File: src/verilog/pmc_defs.vh
`ifndef PMC_DEFS_VH
`define PMC_DEFS_VH

// ****************************************
// Port numbers of the command registers
// ****************************************
`define PMC_PORT_STATUS 5'h0e
`define PMC_PORT_STOP 5'h10
`define PMC_PORT_IDLE 5'h13
`define PMC_PORT_MODE 5'h16
`define PMC_PORT_TBASE 5'h19

// ****************************************
// Field positions
// ****************************************
`define PMC_MODE_SLOW_BIT 3
`define PMC_ST_CPU_BIT 0
`define PMC_ST_LFS_BIT 1
`define PMC_ST_WAKE_BIT 2
`define PMC_ENTRY_BIT 3
`define PMC_SEL_LSB 0
`define PMC_TB_EN_BIT 2

// ****************************************
// Reset values
// ****************************************
`define PMC_RST_NIBBLE 4'h0

// ****************************************
// Timing: clock in Hz, wake times in ms or us, stages as powers of two of low-frequency periods
// ****************************************
`define PMC_LF_HZ 32768
`define PMC_WAKE_1S_MS 1000
`define PMC_WAKE_HALF_MS 500
`define PMC_WAKE_FAST_US 15625
`define PMC_WAKE_1S_STAGE 5'd15
`define PMC_WAKE_HALF_STAGE 5'd14
`define PMC_WAKE_FAST_STAGE 5'd9
`define PMC_WARM_00_STAGE 5'd14
`define PMC_WARM_01_STAGE 5'd10
`define PMC_WARM_10_STAGE 5'd12
`define PMC_TB_STAGES 22

`endif

File: src/verilog/pmc_sync.v
`default_nettype none

// ****************************************
// Two-stage synchroniser for pin inputs
// ****************************************
module pmc_sync #(
    parameter WIDTH = 1
) (
    input wire mclk_i,
    input wire nrst_i,
    input wire [WIDTH-1:0] async_i,
    output reg [WIDTH-1:0] sync_o
);
    reg [WIDTH-1:0] meta;

    always @(posedge mclk_i or negedge nrst_i) begin
        if (!nrst_i) begin
            meta <= {WIDTH{1'b0}};
            sync_o <= {WIDTH{1'b0}};
        end else begin
            meta <= async_i;
            sync_o <= meta;
        end
    end
endmodule // pmc_sync

`default_nettype wire

File: src/verilog/pmc_tbase.v
`include "pmc_defs.vh"
`default_nettype none

// ****************************************
// Time base: synchronous count of low-frequency clock edges
// ****************************************
module pmc_tbase (
    input wire mclk_i,
    input wire nrst_i,
    input wire lf_tick_i,
    output reg [`PMC_TB_STAGES-1:0] count_o
);
    // Advances only on low-frequency edges, so it freezes in stop
    always @(posedge mclk_i or negedge nrst_i) begin
        if (!nrst_i) begin
            count_o <= {`PMC_TB_STAGES{1'b0}};
        end else if (lf_tick_i) begin
            count_o <= count_o + {{(`PMC_TB_STAGES-1){1'b0}}, 1'b1};
        end
    end
endmodule // pmc_tbase

`default_nettype wire

File: src/verilog/pmc_top.v
`include "pmc_defs.vh"
`default_nettype none

module pmc_top (
    input wire mclk_i,
    input wire nrst_i,
    input wire [4:0] port_addr_i,
    input wire port_wr_i,
    input wire [3:0] port_wdata_i,
    output reg [3:0] port_rdata_o,
    input wire low_freq_clock_i,
    input wire low_osc_ready_i,
    input wire [7:0] wake_pins_i,
    output reg high_osc_en_o,
    output reg low_osc_en_o,
    output reg cpu_clk_low_o,
    output reg cpu_halt_o,
    output reg lcd_en_o,
    output reg speech_en_o,
    output reg sound_en_o,
    output reg periodic_tick_interrupt_o
);
    // ****************************************
    // States
    // ****************************************
    localparam [2:0] ST_DUAL = 3'd0;
    localparam [2:0] ST_SLOW = 3'd1;
    localparam [2:0] ST_IDLE = 3'd2;
    localparam [2:0] ST_STOP = 3'd3;
    localparam [2:0] ST_WARM = 3'd4;

    // ****************************************
    // Functions
    // ****************************************
    // True when the low n bits of c are all ones, i.e. the next
    // low-frequency edge completes a period of 2^n
    function tap_roll;
        input [`PMC_TB_STAGES-1:0] c;
        input [4:0] n;
        reg [`PMC_TB_STAGES-1:0] m;
        begin
            m = ({{(`PMC_TB_STAGES-1){1'b0}}, 1'b1} << n)
                - {{(`PMC_TB_STAGES-1){1'b0}}, 1'b1};
            tap_roll = ((c & m) == m);
        end
    endfunction

    // Time base code to divisor stage; bit 5 flags a usable code
    function [5:0] tb_stage;
        input [3:0] code;
        input slow;
        begin
            tb_stage = 6'h00;
            if (code[`PMC_TB_EN_BIT]) begin
                case ({code[3], code[1:0]})
                    3'b000: tb_stage = {~slow, 5'd3};
                    3'b001: tb_stage = {~slow, 5'd4};
                    3'b010: tb_stage = {~slow, 5'd5};
                    3'b011: tb_stage = {1'b1, 5'd14};
                    3'b100: tb_stage = {~slow, 5'd1};
                    3'b101: tb_stage = {1'b1, 5'd6};
                    3'b110: tb_stage = {1'b1, 5'd8};
                    default: tb_stage = {1'b1, 5'd10};
                endcase
            end
        end
    endfunction

    // ****************************************
    // Declarations
    // ****************************************
    reg [2:0] state;
    reg [2:0] next_state;
    reg [3:0] mode_sel;
    reg [3:0] idle_ctl;
    reg [3:0] stop_ctl;
    reg [3:0] tbase_sel;
    reg timer_wake_flag;
    reg lf_prev;
    reg [`PMC_TB_STAGES-1:0] warm_cnt;
    wire lf_sync;
    wire low_osc_stable_flag;
    wire [7:0] pins_sync;
    wire [`PMC_TB_STAGES-1:0] tb_count;
    wire lf_tick;
    wire pin_wake;
    wire cpu_mode_flag;
    wire [1:0] idle_release_select;
    wire [1:0] warmup_select;
    wire mode_select_field;
    wire [5:0] tb_sel;
    reg timer_wake;
    reg warm_done;
    reg [4:0] warm_stage;
    wire wr_mode;
    wire wr_idle;
    wire wr_stop;
    wire wr_status;
    wire wr_tbase;
    wire idle_req;
    wire stop_req;

    // ****************************************
    // Pin synchronisers and time base
    // ****************************************
    pmc_sync #(
        .WIDTH(10)
    ) u_sync (
        .mclk_i(mclk_i),
        .nrst_i(nrst_i),
        .async_i({wake_pins_i, low_osc_ready_i, low_freq_clock_i}),
        .sync_o({pins_sync, low_osc_stable_flag, lf_sync})
    );

    always @(posedge mclk_i or negedge nrst_i) begin
        if (!nrst_i) begin
            lf_prev <= 1'b0;
        end else begin
            lf_prev <= lf_sync;
        end
    end

    assign lf_tick = lf_sync & ~lf_prev;

    pmc_tbase u_tbase (
        .mclk_i(mclk_i),
        .nrst_i(nrst_i),
        .lf_tick_i(lf_tick),
        .count_o(tb_count)
    );

    // ****************************************
    // Register decode
    // ****************************************
    assign wr_mode = port_wr_i && (port_addr_i == `PMC_PORT_MODE);
    assign wr_idle = port_wr_i && (port_addr_i == `PMC_PORT_IDLE);
    assign wr_stop = port_wr_i && (port_addr_i == `PMC_PORT_STOP);
    assign wr_status = port_wr_i && (port_addr_i == `PMC_PORT_STATUS);
    assign wr_tbase = port_wr_i && (port_addr_i == `PMC_PORT_TBASE);

    assign mode_select_field = mode_sel[`PMC_MODE_SLOW_BIT];
    assign idle_release_select = idle_ctl[`PMC_SEL_LSB+1:`PMC_SEL_LSB];
    assign warmup_select = stop_ctl[`PMC_SEL_LSB+1:`PMC_SEL_LSB];
    assign cpu_mode_flag = (state != ST_DUAL);

    // Warm-up select 11 has no function, so it also refuses entry
    assign stop_req = wr_stop && port_wdata_i[`PMC_ENTRY_BIT]
                      && (port_wdata_i[1:0] != 2'b11);
    assign idle_req = wr_idle && port_wdata_i[`PMC_ENTRY_BIT]
                      && (state == ST_SLOW);

    // ****************************************
    // Wake sources
    // ****************************************
    assign pin_wake = |pins_sync;

    always @* begin
        timer_wake = 1'b0;
        if (lf_tick) begin
            case (idle_release_select)
                2'b01: timer_wake = tap_roll(tb_count, `PMC_WAKE_1S_STAGE);
                2'b10: timer_wake = tap_roll(tb_count, `PMC_WAKE_HALF_STAGE);
                2'b11: timer_wake = tap_roll(tb_count, `PMC_WAKE_FAST_STAGE);
                default: timer_wake = 1'b0;
            endcase
        end
    end

    always @* begin
        case (warmup_select)
            2'b01: warm_stage = `PMC_WARM_01_STAGE;
            2'b10: warm_stage = `PMC_WARM_10_STAGE;
            default: warm_stage = `PMC_WARM_00_STAGE;
        endcase
        warm_done = lf_tick && tap_roll(warm_cnt, warm_stage);
    end

    // ****************************************
    // Mode state machine
    // ****************************************
    always @* begin
        next_state = state;
        case (state)
            ST_DUAL: begin
                if (stop_req) begin
                    next_state = ST_STOP;
                end else if (wr_mode && port_wdata_i[`PMC_MODE_SLOW_BIT]) begin
                    next_state = ST_SLOW;
                end
            end
            ST_SLOW: begin
                if (stop_req) begin
                    next_state = ST_STOP;
                end else if (idle_req) begin
                    next_state = ST_IDLE;
                end else if (wr_mode && !port_wdata_i[`PMC_MODE_SLOW_BIT]) begin
                    next_state = ST_DUAL;
                end
            end
            ST_IDLE: begin
                if (timer_wake || pin_wake) begin
                    next_state = ST_SLOW;
                end
            end
            ST_STOP: begin
                if (pin_wake) begin
                    next_state = ST_WARM;
                end
            end
            ST_WARM: begin
                if (warm_done) begin
                    next_state = mode_select_field ? ST_SLOW : ST_DUAL;
                end
            end
            default: begin
                next_state = ST_DUAL;
            end
        endcase
    end

    always @(posedge mclk_i or negedge nrst_i) begin
        if (!nrst_i) begin
            state <= ST_DUAL;
        end else begin
            state <= next_state;
        end
    end

    // Warm-up count restarts on every stop wake
    always @(posedge mclk_i or negedge nrst_i) begin
        if (!nrst_i) begin
            warm_cnt <= {`PMC_TB_STAGES{1'b0}};
        end else if (state != ST_WARM) begin
            warm_cnt <= {`PMC_TB_STAGES{1'b0}};
        end else if (lf_tick) begin
            warm_cnt <= warm_cnt + {{(`PMC_TB_STAGES-1){1'b0}}, 1'b1};
        end
    end

    // ****************************************
    // Command registers
    // ****************************************
    always @(posedge mclk_i or negedge nrst_i) begin
        if (!nrst_i) begin
            mode_sel <= `PMC_RST_NIBBLE;
            idle_ctl <= `PMC_RST_NIBBLE;
            stop_ctl <= `PMC_RST_NIBBLE;
            tbase_sel <= `PMC_RST_NIBBLE;
        end else begin
            if (wr_mode && (state == ST_DUAL || state == ST_SLOW)) begin
                mode_sel <= port_wdata_i;
            end
            if (wr_tbase) begin
                tbase_sel <= port_wdata_i;
            end
            if (wr_idle) begin
                idle_ctl <= {idle_req, port_wdata_i[2:0]};
            end else if (state == ST_IDLE && next_state != ST_IDLE) begin
                idle_ctl[`PMC_ENTRY_BIT] <= 1'b0;
            end
            if (wr_stop) begin
                stop_ctl <= {stop_req, port_wdata_i[2:0]};
            end else if (state == ST_WARM && next_state != ST_WARM) begin
                stop_ctl[`PMC_ENTRY_BIT] <= 1'b0;
            end
        end
    end

    // Set wins over the clearing write in the same cycle
    always @(posedge mclk_i or negedge nrst_i) begin
        if (!nrst_i) begin
            timer_wake_flag <= 1'b0;
        end else if (state == ST_IDLE && timer_wake) begin
            timer_wake_flag <= 1'b1;
        end else if (wr_status) begin
            timer_wake_flag <= 1'b0;
        end
    end

    // ****************************************
    // Read port
    // ****************************************
    always @(posedge mclk_i or negedge nrst_i) begin
        if (!nrst_i) begin
            port_rdata_o <= 4'h0;
        end else if (port_addr_i == `PMC_PORT_STATUS) begin
            port_rdata_o <= {1'b0, timer_wake_flag, low_osc_stable_flag, cpu_mode_flag};
        end else if (port_addr_i == `PMC_PORT_MODE) begin
            port_rdata_o <= mode_sel;
        end else if (port_addr_i == `PMC_PORT_IDLE) begin
            port_rdata_o <= idle_ctl;
        end else if (port_addr_i == `PMC_PORT_STOP) begin
            port_rdata_o <= stop_ctl;
        end else if (port_addr_i == `PMC_PORT_TBASE) begin
            port_rdata_o <= tbase_sel;
        end else begin
            port_rdata_o <= 4'h0;
        end
    end

    // ****************************************
    // Time base interrupt
    // ****************************************
    // Reserved codes in slow mode simply produce no interrupt
    assign tb_sel = tb_stage(tbase_sel, cpu_mode_flag);

    always @(posedge mclk_i or negedge nrst_i) begin
        if (!nrst_i) begin
            periodic_tick_interrupt_o <= 1'b0;
        end else begin
            periodic_tick_interrupt_o <= lf_tick && tb_sel[5]
                                         && tap_roll(tb_count, tb_sel[4:0]);
        end
    end

    // ****************************************
    // Clock and function enables
    // ****************************************
    always @(posedge mclk_i or negedge nrst_i) begin
        if (!nrst_i) begin
            high_osc_en_o <= 1'b1;
            low_osc_en_o <= 1'b1;
            cpu_clk_low_o <= 1'b0;
            cpu_halt_o <= 1'b0;
            lcd_en_o <= 1'b1;
            speech_en_o <= 1'b1;
            sound_en_o <= 1'b1;
        end else begin
            case (next_state)
                ST_DUAL: begin
                    high_osc_en_o <= 1'b1;
                    low_osc_en_o <= 1'b1;
                    cpu_clk_low_o <= 1'b0;
                    cpu_halt_o <= 1'b0;
                    lcd_en_o <= 1'b1;
                    speech_en_o <= 1'b1;
                    sound_en_o <= 1'b1;
                end
                ST_SLOW: begin
                    high_osc_en_o <= 1'b0;
                    low_osc_en_o <= 1'b1;
                    cpu_clk_low_o <= 1'b1;
                    cpu_halt_o <= 1'b0;
                    lcd_en_o <= 1'b1;
                    speech_en_o <= 1'b0;
                    sound_en_o <= 1'b0;
                end
                ST_IDLE: begin
                    high_osc_en_o <= 1'b0;
                    low_osc_en_o <= 1'b1;
                    cpu_clk_low_o <= 1'b1;
                    cpu_halt_o <= 1'b1;
                    lcd_en_o <= 1'b1;
                    speech_en_o <= 1'b0;
                    sound_en_o <= 1'b0;
                end
                ST_STOP: begin
                    high_osc_en_o <= 1'b0;
                    low_osc_en_o <= 1'b0;
                    cpu_clk_low_o <= cpu_mode_flag;
                    cpu_halt_o <= 1'b1;
                    lcd_en_o <= 1'b0;
                    speech_en_o <= 1'b0;
                    sound_en_o <= 1'b0;
                end
                default: begin
                    // Warm-up: low oscillator restarts, high one only for a dual return, CPU still held
                    high_osc_en_o <= ~mode_select_field;
                    low_osc_en_o <= 1'b1;
                    cpu_clk_low_o <= mode_select_field;
                    cpu_halt_o <= 1'b1;
                    lcd_en_o <= 1'b0;
                    speech_en_o <= 1'b0;
                    sound_en_o <= 1'b0;
                end
            endcase
        end
    end
endmodule // pmc_top

`default_nettype wire

File: config.mk
export PLATFORM = sky130hd
export DESIGN_NAME = pmc_top
export DESIGN_NICKNAME = d
export VERILOG_FILES = /design/src/verilog/pmc_sync.v /design/src/verilog/pmc_tbase.v /design/src/verilog/pmc_top.v
export VERILOG_INCLUDE_DIRS = /design/src /design/src/verilog
export SDC_FILE = /design/constraint.sdc
export NUM_CORES = 1
export LEC_CHECK = 0
export CAP_MARGIN = 20
export CORE_MARGIN = 5
export CORE_UTILIZATION = 55
export CTS_CLUSTER_SIZE = 20
export DETAILED_ROUTE_END_ITERATION = 8
export DONT_BUFFER_PORTS = 1
export PLACE_DENSITY = 0.7
export SLEW_MARGIN = 10
export SYNTH_ARGS = -nofsm -noshare
export SYNTH_HDL_FRONTEND = slang
export SYNTH_HIERARCHICAL = 1
export SYNTH_SLANG_ARGS = --single-unit
File: constraint.sdc
create_clock -name mclk_i -period 5.75 [get_ports mclk_i]
set_input_delay 0.8625 -clock mclk_i [delete_from_list [all_inputs] [get_ports mclk_i]]
set_output_delay 0.8625 -clock mclk_i [all_outputs]
set_load 0.02 [all_outputs]
## Yosys cells after proc, flatten, opt, wreduce, memory -nomap -nowiden

Index checks and enable logic that the tools add are counted.

| word-level totals | value |
|---|---|
| output and inout bits | 12 |
| flip-flop bits (word level) | 96 |
| bits in writable memories | 0 |
| memory bits (read-only) | 0 |
| logic and storage cells | 133 |
| memories kept | 0 |
| bits in latches | 0 |

| cells by class | value |
|---|---|
| multiplexer cells | 34 |
| shift-type cells | 2 |
| bitwise gates (word level) | 6 |
| order comparisons | 0 |
| eq/ne operators | 32 |
| reductions and logical operators | 34 |
| div/mod/pow operators | 0 |
| multiply operators | 0 |
| $add $sub $neg | 4 |

Operator list:

| cell | number |
|---|---|
| $add A22 B1 Y22 const B | 2 |
| $and A22 B22 Y22 | 2 |
| $eq A22 B22 Y1 | 2 |
| $mux W22 | 2 |
| $shl A1 B5 Y22 const A | 2 |
| $sub A22 B1 Y22 const B | 2 |
| $pmux W6 S7 | 1 |
| $mux W3 | 8 |
| $eq A5 B5 Y1 const B | 4 |
| $mux W4 | 5 |
| $eq A3 B2 Y1 const B | 6 |
| $logic_and A1 B1 Y1 | 18 |
| $eq A15 B15 Y1 const B | 1 |
| $pmux W3 S5 | 1 |
| $eq A14 B14 Y1 const B | 1 |
| $eq A3 B3 Y1 const B | 4 |
| $mux W1 | 12 |
| $eq A3 B1 Y1 const B | 3 |
| $eq A9 B9 Y1 const B | 1 |
| $logic_not A3 Y1 | 3 |
| $reduce_bool A2 Y1 | 4 |
| $reduce_or A8 Y1 | 1 |
| $eq A2 B2 Y1 const B | 3 |
| $mux W6 | 1 |
| 15 further kinds | 23 |

## Depth between registers and ports, before layout

| depth | value |
|---|---|
| word-level depth | 13 |
| mapped depth | 10 |
| depth with buffers taken out | 10 |

## Cells and area by module

The synthesis kept the hierarchy.

By module, submodules not included:

| module | sequential area each (um2) | area an instance (um2) | instances | cells each |
|---|---|---|---|---|
| pmc_top | 1,356.3 | 3,049.2 | 1 | 311 |
| pmc_tbase | 550.5 | 989.7 | 1 | 80 |
| pmc_sync | 500.5 | 500.5 | 1 | 20 |

## Worst setup path after synthesis

OpenSTA, ideal clock, no wires.

| timing | value |
|---|---|
| path kind | register to register |
| from | register tbase_sel[0] |
| to | register periodic_tick_interrupt_o |
| stages on the path, launching flop included | 10 |
| buffers on the path | 1 |
| path slack | 3.481 ns |
| data arrival time | 2.158 ns |
| library setup time | 0.111 ns |
| cells stage by stage | dfrtp_1 clkbuf_1 nand3b_1 ha_1 clkinv_1 o221ai_1 or3_1 a311oi_2 o221ai_2 a2111oi_2 |

| on the way | value |
|---|---|
| cells in the longest elaborated chain, start to end | 8 |

RTL lines:

| what | RTL line | text |
|---|---|---|
| start: declaration | pmc_top.v:77 | `reg [3:0] tbase_sel;` |
| start signal: assignment | pmc_top.v:248 | `` tbase_sel <= `PMC_RST_NIBBLE; `` |
| start signal: assignment | pmc_top.v:254 | `tbase_sel <= port_wdata_i;` |
| $eq A3 B3 Y1 (tied with other cells) | pmc_top.v:55 | `case ({code[3], code[1:0]})` |
| $pmux W6 S7 (*) | pmc_top.v:55 |  |
| $mux W6 (*) | pmc_top.v:54 | `` if (code[`PMC_TB_EN_BIT]) begin `` |
| $shl A1 B5 Y22 | pmc_top.v:42 | `` m = ({{(`PMC_TB_STAGES-1){1'b0}}, 1'b1} << n) `` |
| $sub A22 B1 Y22 | pmc_top.v:42 |  |
| $and A22 B22 Y22 | pmc_top.v:44 | `tap_roll = ((c & m) == m);` |
| $eq A22 B22 Y1 | pmc_top.v:44 |  |
| $logic_and A1 B1 Y1 (*) | pmc_top.v:312 | `&& tap_roll(tb_count, tb_sel[4:0]);` |
| end signal: assignment | pmc_top.v:311 | `periodic_tick_interrupt_o <= lf_tick && tb_sel[5]` |
| end: declaration | pmc_top.v:21 | `output reg periodic_tick_interrupt_o` |

Every way passes the cells marked *; elsewhere a longest branch is shown, timed or not.
A chain may end at the register's enable or synchronous reset.

## Worst setup path after layout

| timing | value |
|---|---|
| from | register tbase_sel[2] |
| to | register periodic_tick_interrupt_o |

| on the way | value |
|---|---|
| cells in the longest elaborated chain, start to end | 6 |

RTL lines:

| what | RTL line |
|---|---|
| $mux W6 (*) | pmc_top.v:54 |
| $shl A1 B5 Y22 | pmc_top.v:42 |
| $sub A22 B1 Y22 | pmc_top.v:42 |
| $and A22 B22 Y22 | pmc_top.v:44 |
| $eq A22 B22 Y1 | pmc_top.v:44 |
| $logic_and A1 B1 Y1 (*) | pmc_top.v:312 |

Marks and branches as above.

==> flow_summary_export.csv <==
group,metric,value,unit
worst_setup_path,critPathKind,"flop to flop",
worst_setup_path,start_kind,"flop",
layout,antenna_cells,0,
power,powerDensity,298,nW/um^2
floorplanning,io_pins,34,
global_routing,gr-usage-met1,24.1,%
worst_setup_path,reg2reg_depth,9,
timing,period_share,45.6,%
clock_network,cts_buffers,9,
timing,final.setup.tns,0,ns
global_routing,grt_use_met2,28.0,%
worst_setup_path,crit_slowest_cell,"dfrtp_1",
floorplanning,core_area,8090,sq um
placed_design,dpl.hpwl,5970,microns
floorplanning,die_x,100,microns
yosys,syn_area,4500,sq um
worst_setup_path,crit_chain,"nor2b_1, nand3b_1, ha_1, clkinv_1, o221ai_1, or3_1, a311oi_2, o221ai_2, a2111oi_2",
placed_design,gp_congestion,0.820,
yosys,synth_fp_nets,437,
drt,postRouteAntennaNets,0,
layout,nets,439,
drt,vias,2995,
drt,drt_iter0_drc,171,
worst_setup_path,cpPeakStageDelay,0.53,ns
floorplanning,design.die.area,10100,sq um
layout,fin_cells,520,
placed_design,port_buffers,0,
timing,setup_viol,0,
drt,wl_per_cell,16.0,microns
global_routing,grt_pass1_vias,2976,
placed_design,pre_cts_ws,3.21,ns
global_routing,grt_max_degree,96,
timing,fin_skew,0.0140,ns
timing,worstMarginPinSlew,0.769,ns
yosys,syn_avg_cell_area,11.0,sq um
global_routing,grt_remaining_overflow,0,
worst_setup_path,arrival,2.87,ns
clock_network,htree_num_levels,3,
global_routing,grt_pass1_wl,14300,microns
worst_setup_path,rr_endpoint,"periodic_tick_interrupt_o$_DFF_PN0_",
worst_setup_path,worstSetupStartpoint,"tbase_sel[2]$_DFFE_PN0P_",
yosys,ys_warn_count,6,
power,p_total,1430,uW
clock_network,clk_latency,0.35,ns
clock_network,tritoncts,"built",
outcome,outcome,"complete, no violations",
drt,drtPass1Iterations,4,
layout,fill_cells,674,
worst_setup_path,rrSetupSlack,3.13,ns
clock_network,cts_buffer_depth,2,
drt,routed_wl,8340,microns
clock_network,cts_setup_buffers,0,
timing,relSlewSlack,48.4,%
clock_network,cts_resized,0,
global_routing,grt_util_met3,3.27,%
timing,clock.fmax,0.381,GHz
power,p_leak,0.00212,uW
clock_network,cts.sinks,95,
clock_network,clk_pin_slew,0.10,ns
clock_network,cts_root_buf,"clkbuf_8",
worst_setup_path,r2r-start,"tbase_sel[2]$_DFFE_PN0P_",
drt,drc,0,
timing,setup_ws,3.13,ns
floorplanning,start_util,55.6,%
timing,hold_slack,0.192,ns
placed_design,dp_cells,504,
global_routing,antenna_found_initial,0,
worst_setup_path,endpoint_kind,"flop",
timing,fin_crit,2.62,ns
clock_network,postCtsHoldBufs,0,
floorplanning,num_rows,33,
worst_setup_path,path_max_fanout,11,
timing,finalHoldViolations,0,
min_path,hp-class,"input port to async pin",
timing,drv_slew,0,
power,ir_worst_vdd,208,uV
job,drv_cap,0,
timing,grt_setup_unrepaired,"false",
yosys,synthCells,408,
worst_setup_path,critPathRequiredTime,6.00,ns
layout,layout-drive-gt1-share,13.3,%
layout,area_growth,6.40,%
drt,via_per_inst,5.76,
floorplanning,die_h,100,microns
global_routing,top_usage_layer,"met2",
global_routing,grt_usage,17.8,%
## where the power goes
part | switching (uW) | internal (uW)
combinational | 85.4 | 82.5
sequential | 91.9 | 729
clock | 223 | 216
## cells in the final DEF, fill, tap and decap left out, types with 2 or more instances in the layout
master / instances
and3_1: 9
dfrtp_1: 91
a22o_1: 2
and2b_1: 2
nand3_1: 21
clkbuf_1: 2
a21oi_1: 13
nand4_1: 10
or2_2: 2
a211oi_2: 3
nand2_1: 45
a31oi_1: 2
nand3b_1: 6
o21ai_0: 6
clkbuf_8: 10
nor2b_1: 4
a32o_1: 2
a22oi_1: 5
inv_1: 8
a222oi_1: 2
or3_1: 2
and2_1: 3
nor4_1: 2
nor3b_1: 2
o211ai_1: 2
a21o_1: 2
nor3_1: 5
nor2_1: 45
nand4b_1: 2
xor2_1: 24
mux2_2: 15
dfstp_2: 4
ha_1: 7
xnor2_1: 16
nand2b_1: 6
nand4_4: 3
## final cells by class
type | count | area [sq um] | area share, %
clock buffers | 12 | 145 | 3.03
clock inverters | 4 | 55.1 | 1.15
multi-input cells | 295 | 2040 | 42.6
inverters | 9 | 33.8 | 0.706
flip-flops and latches | 95 | 2380 | 49.8
well taps | 105 | 131 | 2.74
## worst max-delay path by stage
stage | end | cells past startpoint | slack (ns)
detailed placement | periodic_tick_interrupt_o$_DFF_PN0_ | 9 | 3.21
floorplan | periodic_tick_interrupt_o$_DFF_PN0_ | 9 | 3.48
finish | periodic_tick_interrupt_o$_DFF_PN0_ | 9 | 3.13
global placement | periodic_tick_interrupt_o$_DFF_PN0_ | 9 | 3.32
CTS | periodic_tick_interrupt_o$_DFF_PN0_ | 9 | 3.18
global route | periodic_tick_interrupt_o$_DFF_PN0_ | 9 | 2.92
## layer usage
layer / wire [microns] / vias up
met5: 0 / -
met1: 3870 / 1469
met4: 174 / 0
met3: 406 / 17
met2: 3890 / 70
li1: - / 1439
## through the flow
stage	utilization, %	instance area, sq um
after floorplan	-	4500
after global placement	56.7	4590
after detailed placement	56.7	4590
after CTS	59.2	4790
after global routing	59.2	4790
final	59.2	4790
## flip-flops by register name, indices dropped and copies added, names as in the netlist, 10 cells and up
| register | cells |
|---|---|
| u_tbase/count_o | 21 |
| u_sync/sync_o | 10 |
| u_sync/meta | 10 |
| warm_cnt | 22 |
## worst max-delay path: cells and delay by family, from the launching register on
family,cells,cell delay (ns)
compound gates,4,0.82
buf+inv,1,0.13
flops,1,0.53
simple gates,3,0.75
fa+ha+maj,1,0.29
Power figures use the tool's default switching activity.
